## src/hw/dim_pkg.sv

```systemverilog
package dim_pkg;
  // ==========================================
  // Terminals
  localparam int NUM_TERM = 9;
  localparam int T18 = 0;
  localparam int T19 = 1;
  localparam int T27 = 2;
  localparam int T29 = 3;
  localparam int T32 = 4;
  localparam int T33 = 5;
  localparam int EXT_A = 6;
  localparam int EXT_B = 7;
  localparam int EXT_C = 8;
  // ==========================================
  // Function codes
  localparam logic [7:0] FN_NOP = 8'h00;
  localparam logic [7:0] FN_RESET = 8'h01;
  localparam logic [7:0] FN_STOP_INV = 8'h06;
  localparam logic [7:0] FN_START = 8'h08;
  localparam logic [7:0] FN_LATCH = 8'h09;
  localparam logic [7:0] FN_SETUP_B0 = 8'h17;
  localparam logic [7:0] FN_SETUP_B1 = 8'h18;
  localparam logic [7:0] FN_PULSE = 8'h20;
  localparam logic [7:0] FN_FOLLOW1 = 8'h63;
  localparam logic [7:0] FN_FOLLOW2 = 8'h64;
  localparam logic [7:0] FN_SLEEP = 8'h65;
  localparam logic FN_STO_OFF = 1'h0;
  localparam logic FN_STO_ON = 1'h1;
  // ==========================================
  // Register offsets
  localparam logic [7:0] ADDR_FSEL0 = 8'h00;
  localparam logic [7:0] ADDR_FSEL1 = 8'h04;
  localparam logic [7:0] ADDR_FSEL2 = 8'h08;
  localparam logic [7:0] ADDR_CTRL = 8'h0C;
  localparam logic [7:0] ADDR_STATUS = 8'h10;
  localparam logic [7:0] ADDR_IRQ_STAT = 8'h14;
  localparam logic [7:0] ADDR_IRQ_MASK = 8'h18;
  localparam logic [7:0] ADDR_PER29 = 8'h1C;
  localparam logic [7:0] ADDR_PER33 = 8'h20;
  // ==========================================
  // Field positions
  localparam int FSEL2_STO_BIT = 8;
  localparam int CTRL_POL_BIT = 0;
  localparam int CTRL_APPLY_BIT = 1;
  localparam int CTRL_DIR27_BIT = 2;
  localparam int CTRL_DIR29_BIT = 3;
  localparam int CTRL_MULTI_BIT = 4;
  localparam int CTRL_PAR_BIT = 5;
  localparam int ST_SETUP_LSB = 0;
  localparam int ST_RUN_BIT = 2;
  localparam int ST_LATCH_BIT = 3;
  localparam int ST_POL_BIT = 4;
  localparam int ST_STO_BIT = 5;
  localparam int ST_SLEEP_BIT = 6;
  localparam int ST_LEVEL_LSB = 16;
  localparam int IRQ_TRIP = 0;
  localparam int IRQ_STOP = 1;
  localparam int IRQ_SLEEP = 2;
  localparam int IRQ_PULSE = 3;
  localparam int IRQ_STO = 4;
  localparam int IRQ_REJECT = 5;
  localparam int IRQ_W = 6;
  // ==========================================
  // Reset values
  localparam logic [7:0] FSEL_RST_T18 = FN_START;
  localparam logic [7:0] FSEL_RST_T32 = FN_SETUP_B1;
  localparam logic [7:0] FSEL_RST_OTHER = FN_NOP;
  localparam logic FSEL_RST_STO = FN_STO_ON;
  localparam logic [5:0] CTRL_RST = 6'h00;
  localparam logic [IRQ_W-1:0] IRQ_MASK_RST = 6'h00;
  // ==========================================
  // Timing
  localparam int CLK_FREQ_MHZ = 50;
  localparam int LATCH_MIN_US = 2000;
  localparam int LATCH_MIN_CYCLES = LATCH_MIN_US * CLK_FREQ_MHZ;
  localparam int PERIOD_W = 24;
  // ==========================================
  // Latched start state
  typedef enum logic [0:0] {
    DIM_LS_STOP = 1'b0,
    DIM_LS_RUN = 1'b1
  } dim_latch_e;
endpackage

```

## src/hw/dim_input_channel.sv

```systemverilog
`timescale 1ns/100ps
module dim_input_channel #(
  parameter int LATCH_CYCLES = dim_pkg::LATCH_MIN_CYCLES,
  parameter bit HAS_PERIOD = 1'b0
) (
  input wire logic clk_i,
  input wire logic rst_i,
  input wire logic pin_i,
  input wire logic invert_i,
  input wire logic period_en_i,
  output logic level_o,
  output logic rise_o,
  output logic fall_o,
  output logic latch_o,
  output logic period_stb_o,
  output logic [dim_pkg::PERIOD_W-1:0] period_o
);
  localparam int CW = $clog2(LATCH_CYCLES + 1);
  localparam int PW = dim_pkg::PERIOD_W;
  logic meta_ff;
  logic sync_ff;
  logic prev_ff;
  logic [CW-1:0] hold_ff;

  // ==========================================
  // Synchroniser and edges
  always_ff @(posedge clk_i) begin
    if (rst_i) begin
      meta_ff <= 1'b0;
      sync_ff <= 1'b0;
    end else begin
      meta_ff <= pin_i;
      sync_ff <= meta_ff;
    end
  end

  assign level_o = sync_ff ^ invert_i;

  always_ff @(posedge clk_i) begin
    if (rst_i) begin
      prev_ff <= 1'b0;
    end else begin
      prev_ff <= level_o;
    end
  end

  assign rise_o = level_o & ~prev_ff;
  assign fall_o = ~level_o & prev_ff;

  // ==========================================
  // Pulse width timer
  always_ff @(posedge clk_i) begin
    if (rst_i || !level_o) begin
      hold_ff <= '0;
    end else if (hold_ff != CW'(LATCH_CYCLES)) begin
      hold_ff <= hold_ff + 1'b1;
    end
  end

  assign latch_o = level_o && (hold_ff == CW'(LATCH_CYCLES - 1));

  // ==========================================
  // Edge to edge period
  generate
    if (HAS_PERIOD) begin : g_per
      logic [PW-1:0] cnt_ff;
      logic [PW-1:0] per_ff;
      logic seen_ff;
      logic stb_ff;
      always_ff @(posedge clk_i) begin
        if (rst_i || !period_en_i) begin
          cnt_ff <= '0;
          per_ff <= '0;
          seen_ff <= 1'b0;
          stb_ff <= 1'b0;
        end else begin
          stb_ff <= rise_o && seen_ff;
          if (rise_o) begin
            seen_ff <= 1'b1;
            cnt_ff <= PW'(1);
            if (seen_ff) begin
              per_ff <= cnt_ff;
            end
          end else if (cnt_ff != '1) begin
            cnt_ff <= cnt_ff + 1'b1;
          end
        end
      end
      assign period_o = per_ff;
      assign period_stb_o = stb_ff;
    end else begin : g_noper
      assign period_o = '0;
      assign period_stb_o = 1'b0;
    end
  endgenerate
endmodule

```

## src/hw/dim_digital_input_mapper.sv

```systemverilog
`timescale 1ns/100ps
// Operation
// - Code 0 gives the terminal no function; its level still shows in status.
// - Code 1 requests trip clear, except non-resettable.
// - Code 6 stops on one-to-zero change.
// - Code 8 follows level: one run, zero stop.
// - First standard terminal resets to code 8.
// - Code 9 latches run after 2 ms.
// - Codes 23/24 pick set-up in multi mode.
// - Terminal 32 resets to code 24.
// - Code 32 measures time between rising edges.
// - Code 32 only on two pulse terminals.
// - Codes 99/100 follower feedback, device assigned.
// - Code 101 sleeps; front four terminals only.
// - Other terminals reset to code 0.
// - Torque off terminal defaults on, raises alarm.
// - Polarity setting applies only on a control write with the apply bit set.
// - Two terminals switchable to output, not running.
module dim_digital_input_mapper #(
  parameter int LATCH_CYCLES = dim_pkg::LATCH_MIN_CYCLES
) (
  input wire logic clk_i,
  input wire logic rst_i,
  input wire logic wb_cyc_i,
  input wire logic wb_stb_i,
  input wire logic wb_we_i,
  input wire logic [7:0] wb_adr_i,
  input wire logic [3:0] wb_sel_i,
  input wire logic [31:0] wb_dat_i,
  output logic [31:0] wb_dat_o,
  output logic wb_ack_o,
  input wire logic term18_i,
  input wire logic term19_i,
  input wire logic term27_i,
  input wire logic term29_i,
  input wire logic term32_i,
  input wire logic term33_i,
  input wire logic extension_input_a_i,
  input wire logic extension_input_b_i,
  input wire logic extension_input_c_i,
  input wire logic safe_torque_off_input_i,
  input wire logic unit_running_i,
  input wire logic alarm_nonresettable_i,
  output logic run_cmd_o,
  output logic stop_req_o,
  output logic trip_clear_o,
  output logic sleep_req_o,
  output logic [1:0] setup_idx_o,
  output logic follower1_run_o,
  output logic follower2_run_o,
  output logic sto_torque_off_o,
  output logic term27_is_output_o,
  output logic term29_is_output_o,
  output logic irq_o
);
  localparam int N = dim_pkg::NUM_TERM;
  localparam int PW = dim_pkg::PERIOD_W;
  localparam int IW = dim_pkg::IRQ_W;

  logic [N-1:0] pins;
  logic [N-1:0] lvl;
  logic [N-1:0] rise;
  logic [N-1:0] fall;
  logic [N-1:0] lat;
  logic [N-1:0] pstb;
  logic [PW-1:0] per [N];
  logic [7:0] fsel_ff [N];
  logic [7:0] eff [N];
  logic [N-1:0] wr_hit;
  logic [7:0] wr_code [N];
  logic [N-1:0] wr_ok;
  logic sto_fn_ff;
  logic [5:0] ctrl_ff;
  logic pol_act_ff;
  logic [IW-1:0] irq_stat_ff;
  logic [IW-1:0] irq_mask_ff;
  logic [IW-1:0] irq_evt;
  logic sto_meta_ff;
  logic sto_sync_ff;
  logic sto_prev_ff;
  dim_pkg::dim_latch_e ls_ff;
  logic wr_stb;
  logic rd_stb;
  logic [31:0] rd_data;
  logic run_lvl;
  logic stop_evt;
  logic trip_evt;
  logic sleep_lvl;
  logic latch_evt;
  logic [1:0] setup_bits;
  logic fol1;
  logic fol2;
  logic sto_on;
  logic [1:0] nxt_setup;

  assign pins = {extension_input_c_i, extension_input_b_i, extension_input_a_i, term33_i, term32_i,
                 term29_i, term27_i, term19_i, term18_i};

  // ==========================================
  // Input channels
  genvar gi;
  generate
    for (gi = 0; gi < N; gi++) begin : g_ch
      dim_input_channel #(
        .LATCH_CYCLES(LATCH_CYCLES),
        .HAS_PERIOD(gi == dim_pkg::T29 || gi == dim_pkg::T33)
      ) u_ch (
        .clk_i(clk_i),
        .rst_i(rst_i),
        .pin_i(pins[gi]),
        .invert_i(pol_act_ff),
        .period_en_i(eff[gi] == dim_pkg::FN_PULSE),
        .level_o(lvl[gi]),
        .rise_o(rise[gi]),
        .fall_o(fall[gi]),
        .latch_o(lat[gi]),
        .period_stb_o(pstb[gi]),
        .period_o(per[gi])
      );
    end
  endgenerate

  // ==========================================
  // Selector checks
  function automatic logic code_ok(input int idx, input logic [7:0] code);
    logic ok;
    ok = 1'b0;
    case (code)
      dim_pkg::FN_NOP, dim_pkg::FN_RESET, dim_pkg::FN_STOP_INV, dim_pkg::FN_START,
      dim_pkg::FN_LATCH, dim_pkg::FN_SETUP_B0, dim_pkg::FN_SETUP_B1: begin
        ok = 1'b1;
      end
      dim_pkg::FN_PULSE: begin
        ok = (idx == dim_pkg::T29) || (idx == dim_pkg::T33);
      end
      dim_pkg::FN_SLEEP: begin
        ok = idx <= dim_pkg::T29;
      end
      default: begin
        ok = 1'b0;
      end
    endcase
    return ok;
  endfunction

  assign wr_stb = wb_cyc_i && wb_stb_i && wb_we_i && !wb_ack_o;
  assign rd_stb = wb_cyc_i && wb_stb_i && !wb_we_i && !wb_ack_o;

  always_comb begin
    for (int i = 0; i < N; i++) begin
      wr_hit[i] = wr_stb && (wb_adr_i == 8'(dim_pkg::ADDR_FSEL0 + 4 * (i / 4))) && wb_sel_i[i % 4];
      wr_code[i] = wb_dat_i[8 * (i % 4) +: 8];
      wr_ok[i] = code_ok(i, wr_code[i]);
    end
  end

  // ==========================================
  // Function selectors
  always_ff @(posedge clk_i) begin
    if (rst_i) begin
      for (int i = 0; i < N; i++) begin
        fsel_ff[i] <= dim_pkg::FSEL_RST_OTHER;
      end
      fsel_ff[dim_pkg::T18] <= dim_pkg::FSEL_RST_T18;
      fsel_ff[dim_pkg::T32] <= dim_pkg::FSEL_RST_T32;
    end else begin
      for (int i = 0; i < N; i++) begin
        if (wr_hit[i] && wr_ok[i]) begin
          fsel_ff[i] <= wr_code[i];
        end
      end
    end
  end

  always_ff @(posedge clk_i) begin
    if (rst_i) begin
      sto_fn_ff <= dim_pkg::FSEL_RST_STO;
    end else if (wr_stb && wb_adr_i == dim_pkg::ADDR_FSEL2 && wb_sel_i[1]) begin
      sto_fn_ff <= wb_dat_i[dim_pkg::FSEL2_STO_BIT];
    end
  end

  // ==========================================
  // Control and polarity
  always_ff @(posedge clk_i) begin
    if (rst_i) begin
      ctrl_ff <= dim_pkg::CTRL_RST;
    end else if (wr_stb && wb_adr_i == dim_pkg::ADDR_CTRL && wb_sel_i[0]) begin
      ctrl_ff[dim_pkg::CTRL_POL_BIT] <= wb_dat_i[dim_pkg::CTRL_POL_BIT];
      ctrl_ff[dim_pkg::CTRL_MULTI_BIT] <= wb_dat_i[dim_pkg::CTRL_MULTI_BIT];
      ctrl_ff[dim_pkg::CTRL_PAR_BIT] <= wb_dat_i[dim_pkg::CTRL_PAR_BIT];
      if (!unit_running_i) begin
        ctrl_ff[dim_pkg::CTRL_DIR27_BIT] <= wb_dat_i[dim_pkg::CTRL_DIR27_BIT];
        ctrl_ff[dim_pkg::CTRL_DIR29_BIT] <= wb_dat_i[dim_pkg::CTRL_DIR29_BIT];
      end
    end
  end

  always_ff @(posedge clk_i) begin
    if (rst_i) begin
      pol_act_ff <= 1'b0;
    end else if (wr_stb && wb_adr_i == dim_pkg::ADDR_CTRL && wb_sel_i[0] &&
                 wb_dat_i[dim_pkg::CTRL_APPLY_BIT]) begin
      pol_act_ff <= ctrl_ff[dim_pkg::CTRL_POL_BIT];
    end
  end

  // ==========================================
  // Effective function per terminal
  always_comb begin
    for (int i = 0; i < N; i++) begin
      eff[i] = fsel_ff[i];
    end
    if (ctrl_ff[dim_pkg::CTRL_PAR_BIT]) begin
      eff[dim_pkg::EXT_A] = dim_pkg::FN_FOLLOW1;
      eff[dim_pkg::EXT_B] = dim_pkg::FN_FOLLOW2;
    end
    if (ctrl_ff[dim_pkg::CTRL_DIR27_BIT]) begin
      eff[dim_pkg::T27] = dim_pkg::FN_NOP;
    end
    if (ctrl_ff[dim_pkg::CTRL_DIR29_BIT]) begin
      eff[dim_pkg::T29] = dim_pkg::FN_NOP;
    end
  end

  // ==========================================
  // Function decode
  always_comb begin
    run_lvl = 1'b0;
    stop_evt = 1'b0;
    trip_evt = 1'b0;
    sleep_lvl = 1'b0;
    latch_evt = 1'b0;
    setup_bits = 2'h0;
    fol1 = 1'b0;
    fol2 = 1'b0;
    for (int i = 0; i < N; i++) begin
      case (eff[i])
        dim_pkg::FN_RESET: trip_evt = trip_evt | rise[i];
        dim_pkg::FN_STOP_INV: stop_evt = stop_evt | fall[i];
        dim_pkg::FN_START: run_lvl = run_lvl | lvl[i];
        dim_pkg::FN_LATCH: latch_evt = latch_evt | lat[i];
        dim_pkg::FN_SETUP_B0: setup_bits[0] = setup_bits[0] | lvl[i];
        dim_pkg::FN_SETUP_B1: setup_bits[1] = setup_bits[1] | lvl[i];
        dim_pkg::FN_FOLLOW1: fol1 = fol1 | lvl[i];
        dim_pkg::FN_FOLLOW2: fol2 = fol2 | lvl[i];
        dim_pkg::FN_SLEEP: sleep_lvl = sleep_lvl | lvl[i];
        default: begin
        end
      endcase
    end
  end

  assign nxt_setup = ctrl_ff[dim_pkg::CTRL_MULTI_BIT] ? setup_bits : 2'h0;

  // ==========================================
  // Latched start
  always_ff @(posedge clk_i) begin
    if (rst_i) begin
      ls_ff <= dim_pkg::DIM_LS_STOP;
    end else begin
      case (ls_ff)
        dim_pkg::DIM_LS_STOP: begin
          if (latch_evt && !stop_evt) begin
            ls_ff <= dim_pkg::DIM_LS_RUN;
          end
        end
        dim_pkg::DIM_LS_RUN: begin
          if (stop_evt) begin
            ls_ff <= dim_pkg::DIM_LS_STOP;
          end
        end
        default: ls_ff <= dim_pkg::DIM_LS_STOP;
      endcase
    end
  end

  // ==========================================
  // Safe torque off terminal
  always_ff @(posedge clk_i) begin
    if (rst_i) begin
      sto_meta_ff <= 1'b1;
      sto_sync_ff <= 1'b1;
      sto_prev_ff <= 1'b0;
    end else begin
      sto_meta_ff <= safe_torque_off_input_i;
      sto_sync_ff <= sto_meta_ff;
      sto_prev_ff <= sto_on;
    end
  end

  assign sto_on = (sto_fn_ff == dim_pkg::FN_STO_ON) && !sto_sync_ff;

  // ==========================================
  // Request outputs
  always_ff @(posedge clk_i) begin
    if (rst_i) begin
      run_cmd_o <= 1'b0;
      stop_req_o <= 1'b0;
      trip_clear_o <= 1'b0;
      sleep_req_o <= 1'b0;
      setup_idx_o <= 2'h0;
      follower1_run_o <= 1'b0;
      follower2_run_o <= 1'b0;
      sto_torque_off_o <= 1'b0;
      term27_is_output_o <= 1'b0;
      term29_is_output_o <= 1'b0;
    end else begin
      run_cmd_o <= (run_lvl || ls_ff == dim_pkg::DIM_LS_RUN) && !stop_evt;
      stop_req_o <= stop_evt;
      trip_clear_o <= trip_evt && !alarm_nonresettable_i;
      sleep_req_o <= sleep_lvl;
      setup_idx_o <= nxt_setup;
      follower1_run_o <= fol1;
      follower2_run_o <= fol2;
      sto_torque_off_o <= sto_on;
      term27_is_output_o <= ctrl_ff[dim_pkg::CTRL_DIR27_BIT];
      term29_is_output_o <= ctrl_ff[dim_pkg::CTRL_DIR29_BIT];
    end
  end

  // ==========================================
  // Interrupts
  always_comb begin
    irq_evt = '0;
    irq_evt[dim_pkg::IRQ_TRIP] = trip_evt;
    irq_evt[dim_pkg::IRQ_STOP] = stop_evt;
    irq_evt[dim_pkg::IRQ_SLEEP] = sleep_lvl && !sleep_req_o;
    irq_evt[dim_pkg::IRQ_PULSE] = |pstb;
    irq_evt[dim_pkg::IRQ_STO] = sto_on && !sto_prev_ff;
    irq_evt[dim_pkg::IRQ_REJECT] = |(wr_hit & ~wr_ok);
  end

  always_ff @(posedge clk_i) begin
    if (rst_i) begin
      irq_stat_ff <= '0;
    end else if (wr_stb && wb_adr_i == dim_pkg::ADDR_IRQ_STAT && wb_sel_i[0]) begin
      irq_stat_ff <= (irq_stat_ff & ~wb_dat_i[IW-1:0]) | irq_evt;
    end else begin
      irq_stat_ff <= irq_stat_ff | irq_evt;
    end
  end

  always_ff @(posedge clk_i) begin
    if (rst_i) begin
      irq_mask_ff <= dim_pkg::IRQ_MASK_RST;
    end else if (wr_stb && wb_adr_i == dim_pkg::ADDR_IRQ_MASK && wb_sel_i[0]) begin
      irq_mask_ff <= wb_dat_i[IW-1:0];
    end
  end

  always_ff @(posedge clk_i) begin
    if (rst_i) begin
      irq_o <= 1'b0;
    end else begin
      irq_o <= |(irq_stat_ff & irq_mask_ff);
    end
  end

  // ==========================================
  // Wishbone read and acknowledge
  always_comb begin
    rd_data = 32'h0000_0000;
    case (wb_adr_i)
      dim_pkg::ADDR_FSEL0: rd_data = {fsel_ff[3], fsel_ff[2], fsel_ff[1], fsel_ff[0]};
      dim_pkg::ADDR_FSEL1: rd_data = {fsel_ff[7], fsel_ff[6], fsel_ff[5], fsel_ff[4]};
      dim_pkg::ADDR_FSEL2: begin
        rd_data[7:0] = fsel_ff[8];
        rd_data[dim_pkg::FSEL2_STO_BIT] = sto_fn_ff;
      end
      dim_pkg::ADDR_CTRL: rd_data[5:0] = ctrl_ff;
      dim_pkg::ADDR_STATUS: begin
        rd_data[dim_pkg::ST_SETUP_LSB +: 2] = setup_idx_o;
        rd_data[dim_pkg::ST_RUN_BIT] = run_cmd_o;
        rd_data[dim_pkg::ST_LATCH_BIT] = ls_ff == dim_pkg::DIM_LS_RUN;
        rd_data[dim_pkg::ST_POL_BIT] = pol_act_ff;
        rd_data[dim_pkg::ST_STO_BIT] = sto_torque_off_o;
        rd_data[dim_pkg::ST_SLEEP_BIT] = sleep_req_o;
        rd_data[dim_pkg::ST_LEVEL_LSB +: N] = lvl;
      end
      dim_pkg::ADDR_IRQ_STAT: rd_data[IW-1:0] = irq_stat_ff;
      dim_pkg::ADDR_IRQ_MASK: rd_data[IW-1:0] = irq_mask_ff;
      dim_pkg::ADDR_PER29: rd_data[PW-1:0] = per[dim_pkg::T29];
      dim_pkg::ADDR_PER33: rd_data[PW-1:0] = per[dim_pkg::T33];
      default: rd_data = 32'h0000_0000;
    endcase
  end

  always_ff @(posedge clk_i) begin
    if (rst_i) begin
      wb_ack_o <= 1'b0;
      wb_dat_o <= 32'h0000_0000;
    end else begin
      wb_ack_o <= wb_cyc_i && wb_stb_i && !wb_ack_o;
      if (rd_stb) begin
        wb_dat_o <= rd_data;
      end
    end
  end
endmodule

```

## config.mk

```make
export PLATFORM = sky130hd
export DESIGN_NAME = dim_digital_input_mapper
export DESIGN_NICKNAME = d
export VERILOG_FILES = /design/src/hw/dim_pkg.sv /design/src/hw/dim_input_channel.sv /design/src/hw/dim_digital_input_mapper.sv
export SDC_FILE = /design/constraint.sdc
export NUM_CORES = 1
export LEC_CHECK = 0
export BUFFER_PORTS_ARGS = -buffer_cell sky130_fd_sc_hd__buf_2
export CAP_MARGIN = 20
export CORE_UTILIZATION = 30
export CTS_CLUSTER_SIZE = 24
export DETAILED_ROUTE_END_ITERATION = 8
export GPL_ROUTABILITY_DRIVEN = 1
export HOLD_SLACK_MARGIN = 0.1
export PLACE_DENSITY = 0.57
export SETUP_SLACK_MARGIN = 0.5
export SLEW_MARGIN = 20
export SYNTH_ARGS = -nofsm -noshare
export SYNTH_HDL_FRONTEND = slang
export SYNTH_SLANG_ARGS = --single-unit
```

## constraint.sdc

```tcl
create_clock -name clk_i -period 2.33 [get_ports clk_i]
set_input_delay 0.1165 -clock clk_i [delete_from_list [all_inputs] [get_ports clk_i]]
set_output_delay 0.1165 -clock clk_i [all_outputs]
set_load 0.01 [all_outputs]
```

==> load_flow_metrics.sql <==
INSERT INTO impl_metrics (metric_group, metric, value, unit) VALUES
('outcome', 'run_status', 'complete, no violations', ''),
('critical_path', 'crit_path_largest_cell_delay', '0.74', 'ns'),
('worst_hold_path', 'hold_path_class', 'primary input to register', ''),
('layout', 'layout.area.seq', '9110', 'µm²'),
('global_route', 'vias_in_the_first_global_route', '17525', ''),
('route', 'detail_route.wirelength', '69100', 'µm'),
('synth', 'synth_enable_flop_cells', '64', ''),
('placed_design', 'place_inst', '3259', ''),
('timing', 'final.setup_skew', '0.0282', 'ns'),
('synth', 'netlist_instances', '2252', ''),
('clock_network', 'numClockSinks', '419', ''),
('clock_network', 'clk_path_buf_depth', '3', ''),
('clock_network', 'h-tree-depth', '2', ''),
('route', 'per_cell_via_count_in_the_routed_design', '5.30', ''),
('critical_path', 'crit_path_end_kind', 'register', ''),
('synth', 'synth.distinct_cells', '85', ''),
('critical_path', 'critical_path_class', 'register to register', ''),
('timing', 'timing.final.setup_violations', '0', ''),
('timing', 'report.final.hold_viol_count', '0', ''),
('critical_path', 'worst_path_max_delay_cell', 'edfxtp_1', ''),
('global_route', 'grt_start_max_net_pins', '46', ''),
('synth', 'synth.top_cell.area_share', '36.1', '%'),
('critical_path', 'crit-reg2reg-capture', 'ls_ff$_SDFF_PP0_', ''),
('synth', 'muxShareOfSynthArea', '2.36', '%'),
('layout', 'num-fill-cells', '6427', ''),
('layout', 'antennaDiodeCount', '0', ''),
('synth', 'synthesis.yosys.warnings', '0', ''),
('route', 'drt_iter0_drc', '1478', ''),
('critical_path', 'critical_path.top_delay_family', 'flip-flops', ''),
('synth', 'synth_compound_gate_area_share', '10.3', '%'),
('floorplan', 'die_area', '66600', 'µm²'),
('global_route', 'global_route.overflow_total', '0', ''),
('layout', 'final_cell_count_no_fill', '3497', ''),
('placed_design', 'dp_hpwl', '49700', 'µm'),
('floorplan', 'design.portCount', '106', ''),
('timing', 'max_clk_rate', '0.458', 'GHz'),
('critical_path', 'cp.required', '2.87', 'ns'),
('clock_network', 'worst_skew_pair.late_latency', '0.60', 'ns'),
('synth', 'post_synth_xor_area_fraction', '7.16', '%'),
('clock_network', 'cts_root_buf', 'clkbuf_16', ''),
('synth', 'synth.cells.most_frequent', 'dfxtp_1, nor2_1, nand2_1', ''),
('power_and_ir_drop', 'power.ir.vdd_worst', '0.000598', 'V'),
('layout', 'multi_input_comb_area', '11500', 'µm²'),
('timing', 'share_of_the_clock_period_used_by_the_worst_path', '93.7', '%'),
('synth', 'yosys_register_bits', '419', ''),
('clock_network', 'total_clock_buffers_created_by_cts', '46', ''),
('critical_path', 'r2r_cells', '6', ''),
('job', 'max_cap_violations', '0', ''),
('timing', 'final-max-slew-violation-count', '0', ''),
('synth', 'synth-simple-area-share', '29.6', '%'),
('global_route', 'track_usage', '19.8', '%'),
('layout', 'net_count_reported_at_finish', '2685', ''),
('clock_network', 'clock_transition_time_at_the_flip_flop_clock_pins_of_the_worst_setup_and_hold_paths', '0.06', 'ns'),
('global_route', 'first_pass_grt_wire_length', '103000', 'µm'),
('global_route', 'initial_antenna_violation_count', '1', ''),
('critical_path', 'critPathArrivalTime', '2.72', 'ns'),
('clock_network', 'tritoncts', 'yes', ''),
('power_and_ir_drop', 'p_per_area', '608', 'nW/µm²'),
('synth', 'yosysMostFrequentCell', 'dfxtp_1', ''),
('worst_hold_path', 'timing.hold.worst_endpoint', 'wb_dat_o[16]$_SDFFE_PP0P_', ''),
('timing', 'layout_min_cycle_time', '2.18', 'ns'),
('placed_design', 'place.gp.congestion', '0.979', ''),
('synth', 'avgSynthCellArea', '8.74', 'µm²'),
('synth', 'ys_top_cells_by_area', 'dfxtp_1, edfxtp_1, nor2_1, nand2_1, xor2_1', ''),
('synth', 'synth_top_family_by_area', 'simple AND/OR/NAND/NOR gates', ''),
('floorplan', 'placementRows', '93', ''),
('critical_path', 'regToRegStartpoint', 'fsel_ff[8][0]$_SDFFCE_PN0P_', ''),
('synth', 'synth_fa_ha_area_share', '1.27', '%'),
('layout', 'post_route_cells_drive_above_1_share', '26.1', '%'),
('floorplan', 'starting_density_of_the_core', '30.4', '%'),
('synth', 'synthArstFlopShare', '0', '%');
worst max path at each step:
stage / to / slack (ns) / cells past startpoint
after floorplan: g_ch[0].u_ch.hold_ff[1]$_SDFFE_PP0P_ / 0.25 / 6
after global placement: irq_stat_ff[5]$_SDFF_PP0_ / -0.43 / 8
after detailed placement: irq_stat_ff[5]$_SDFF_PP0_ / -0.41 / 8
after CTS: g_ch[0].u_ch.hold_ff[1]$_SDFFE_PP0P_ / 0.17 / 6
after global routing: g_ch[0].u_ch.hold_ff[1]$_SDFFE_PP0P_ / 0.08 / 6
final: ls_ff$_SDFF_PP0_ / 0.15 / 6
cells in the final DEF, fill, tap and decap left out, types with 64 or more instances in the layout:
cell | netlist | final
dfxtp_1 | 355 | 313
nor2_1 | 292 | 265
nand2_1 | 246 | 239
buf_4 | 0 | 180
buf_2 | 10 | 104
xor2_1 | 98 | 95
nand3_1 | 105 | 95
a21oi_1 | 117 | 82
nor3_1 | 90 | 64
edfxtp_1 | 64 | 64
state kept, by name, indices dropped and copies added, names as in the netlist, 5 cells and up:
register	flops
wb_dat_o	32
irq_mask_ff	6
g_ch.u_ch.hold_ff	153
g_ch.u_ch.period_o	48
g_ch.u_ch.g_per.cnt_ff	48
fsel_ff	72
irq_stat_ff	6
g_ch.u_ch.prev_ff	9
g_ch.u_ch.meta_ff	9
g_ch.u_ch.sync_ff	9
ctrl_ff	5
power breakdown:
part | leakage (nW) | internal [mW] | switching [mW] | total [mW]
Clock | 0.778 | 4.63 | 3.12 | 7.75
Sequential | 3.53 | 7.42 | 0.131 | 7.56
Combinational | 5.05 | 0.354 | 0.472 | 0.825
Total | 9.37 | 12.4 | 3.73 | 16.1
logic make-up after synthesis:
family | count (synthesis)
and+or+nand+nor | 1137
DFF | 419
AOI/OAI and AO/OA | 315
xor gates and xnor gates | 161
buffers and inverters | 153
muxes | 46
adders and majority gates | 20
other | 1
layout make-up:
class	instances	area share (%)
Inverter	61	0.863
Sequential cell	419	34.4
Clock inverter	28	1.29
Multi-Input combinational cell	1700	43.5
Timing Repair Buffer	376	11.2
Clock buffer	58	4.75
Tap cell	855	4.03
worst min-delay path, stage by stage:
cell and delay (ns):
buf_2 0.10, nand2_1 0.10, or3_4 0.19, a21oi_1 0.06, a31oi_1 0.14
stage by stage:
step                      setup WS (ns)  instance area, µm²  power, mW  util, %  TNS, ns
after floorplan                   0.248               20100       7.99        -        0
after global placement           -0.428               22200       8.34     34.3   -0.618
after detailed placement         -0.414               22200       8.35     34.3   -0.925
after CTS                         0.167               25600       16.2     39.6        0
after global routing             0.0848               26500       16.6     41.0        0
final                             0.147               26500       16.1     41.0        0
what timing repair did:
| action | CTS | global route |
|---|---|---|
| gates cloned | 8 | 2 |
| setup buffers | 53 | 31 |
| hold buffers | 58 | 0 |
| hold endpoints to repair | 119 | 0 |
| gates resized for setup | 172 | 140 |
| endpoints found under the setup margin | 238 | 209 |
| pin swaps | 46 | 50 |
metal layers:
layer / vias up / part of all wire (%) / GRT usage [%]
met3: 174 / 5.6 / 2.78
met2: 636 / 48 / 33.4
li1: 8700 / - / -
met5: - / 0 / 0
met1: 9041 / 42 / 25.0
met4: 0 / 4.6 / 9.06
(Power assumes the default switching activity.)
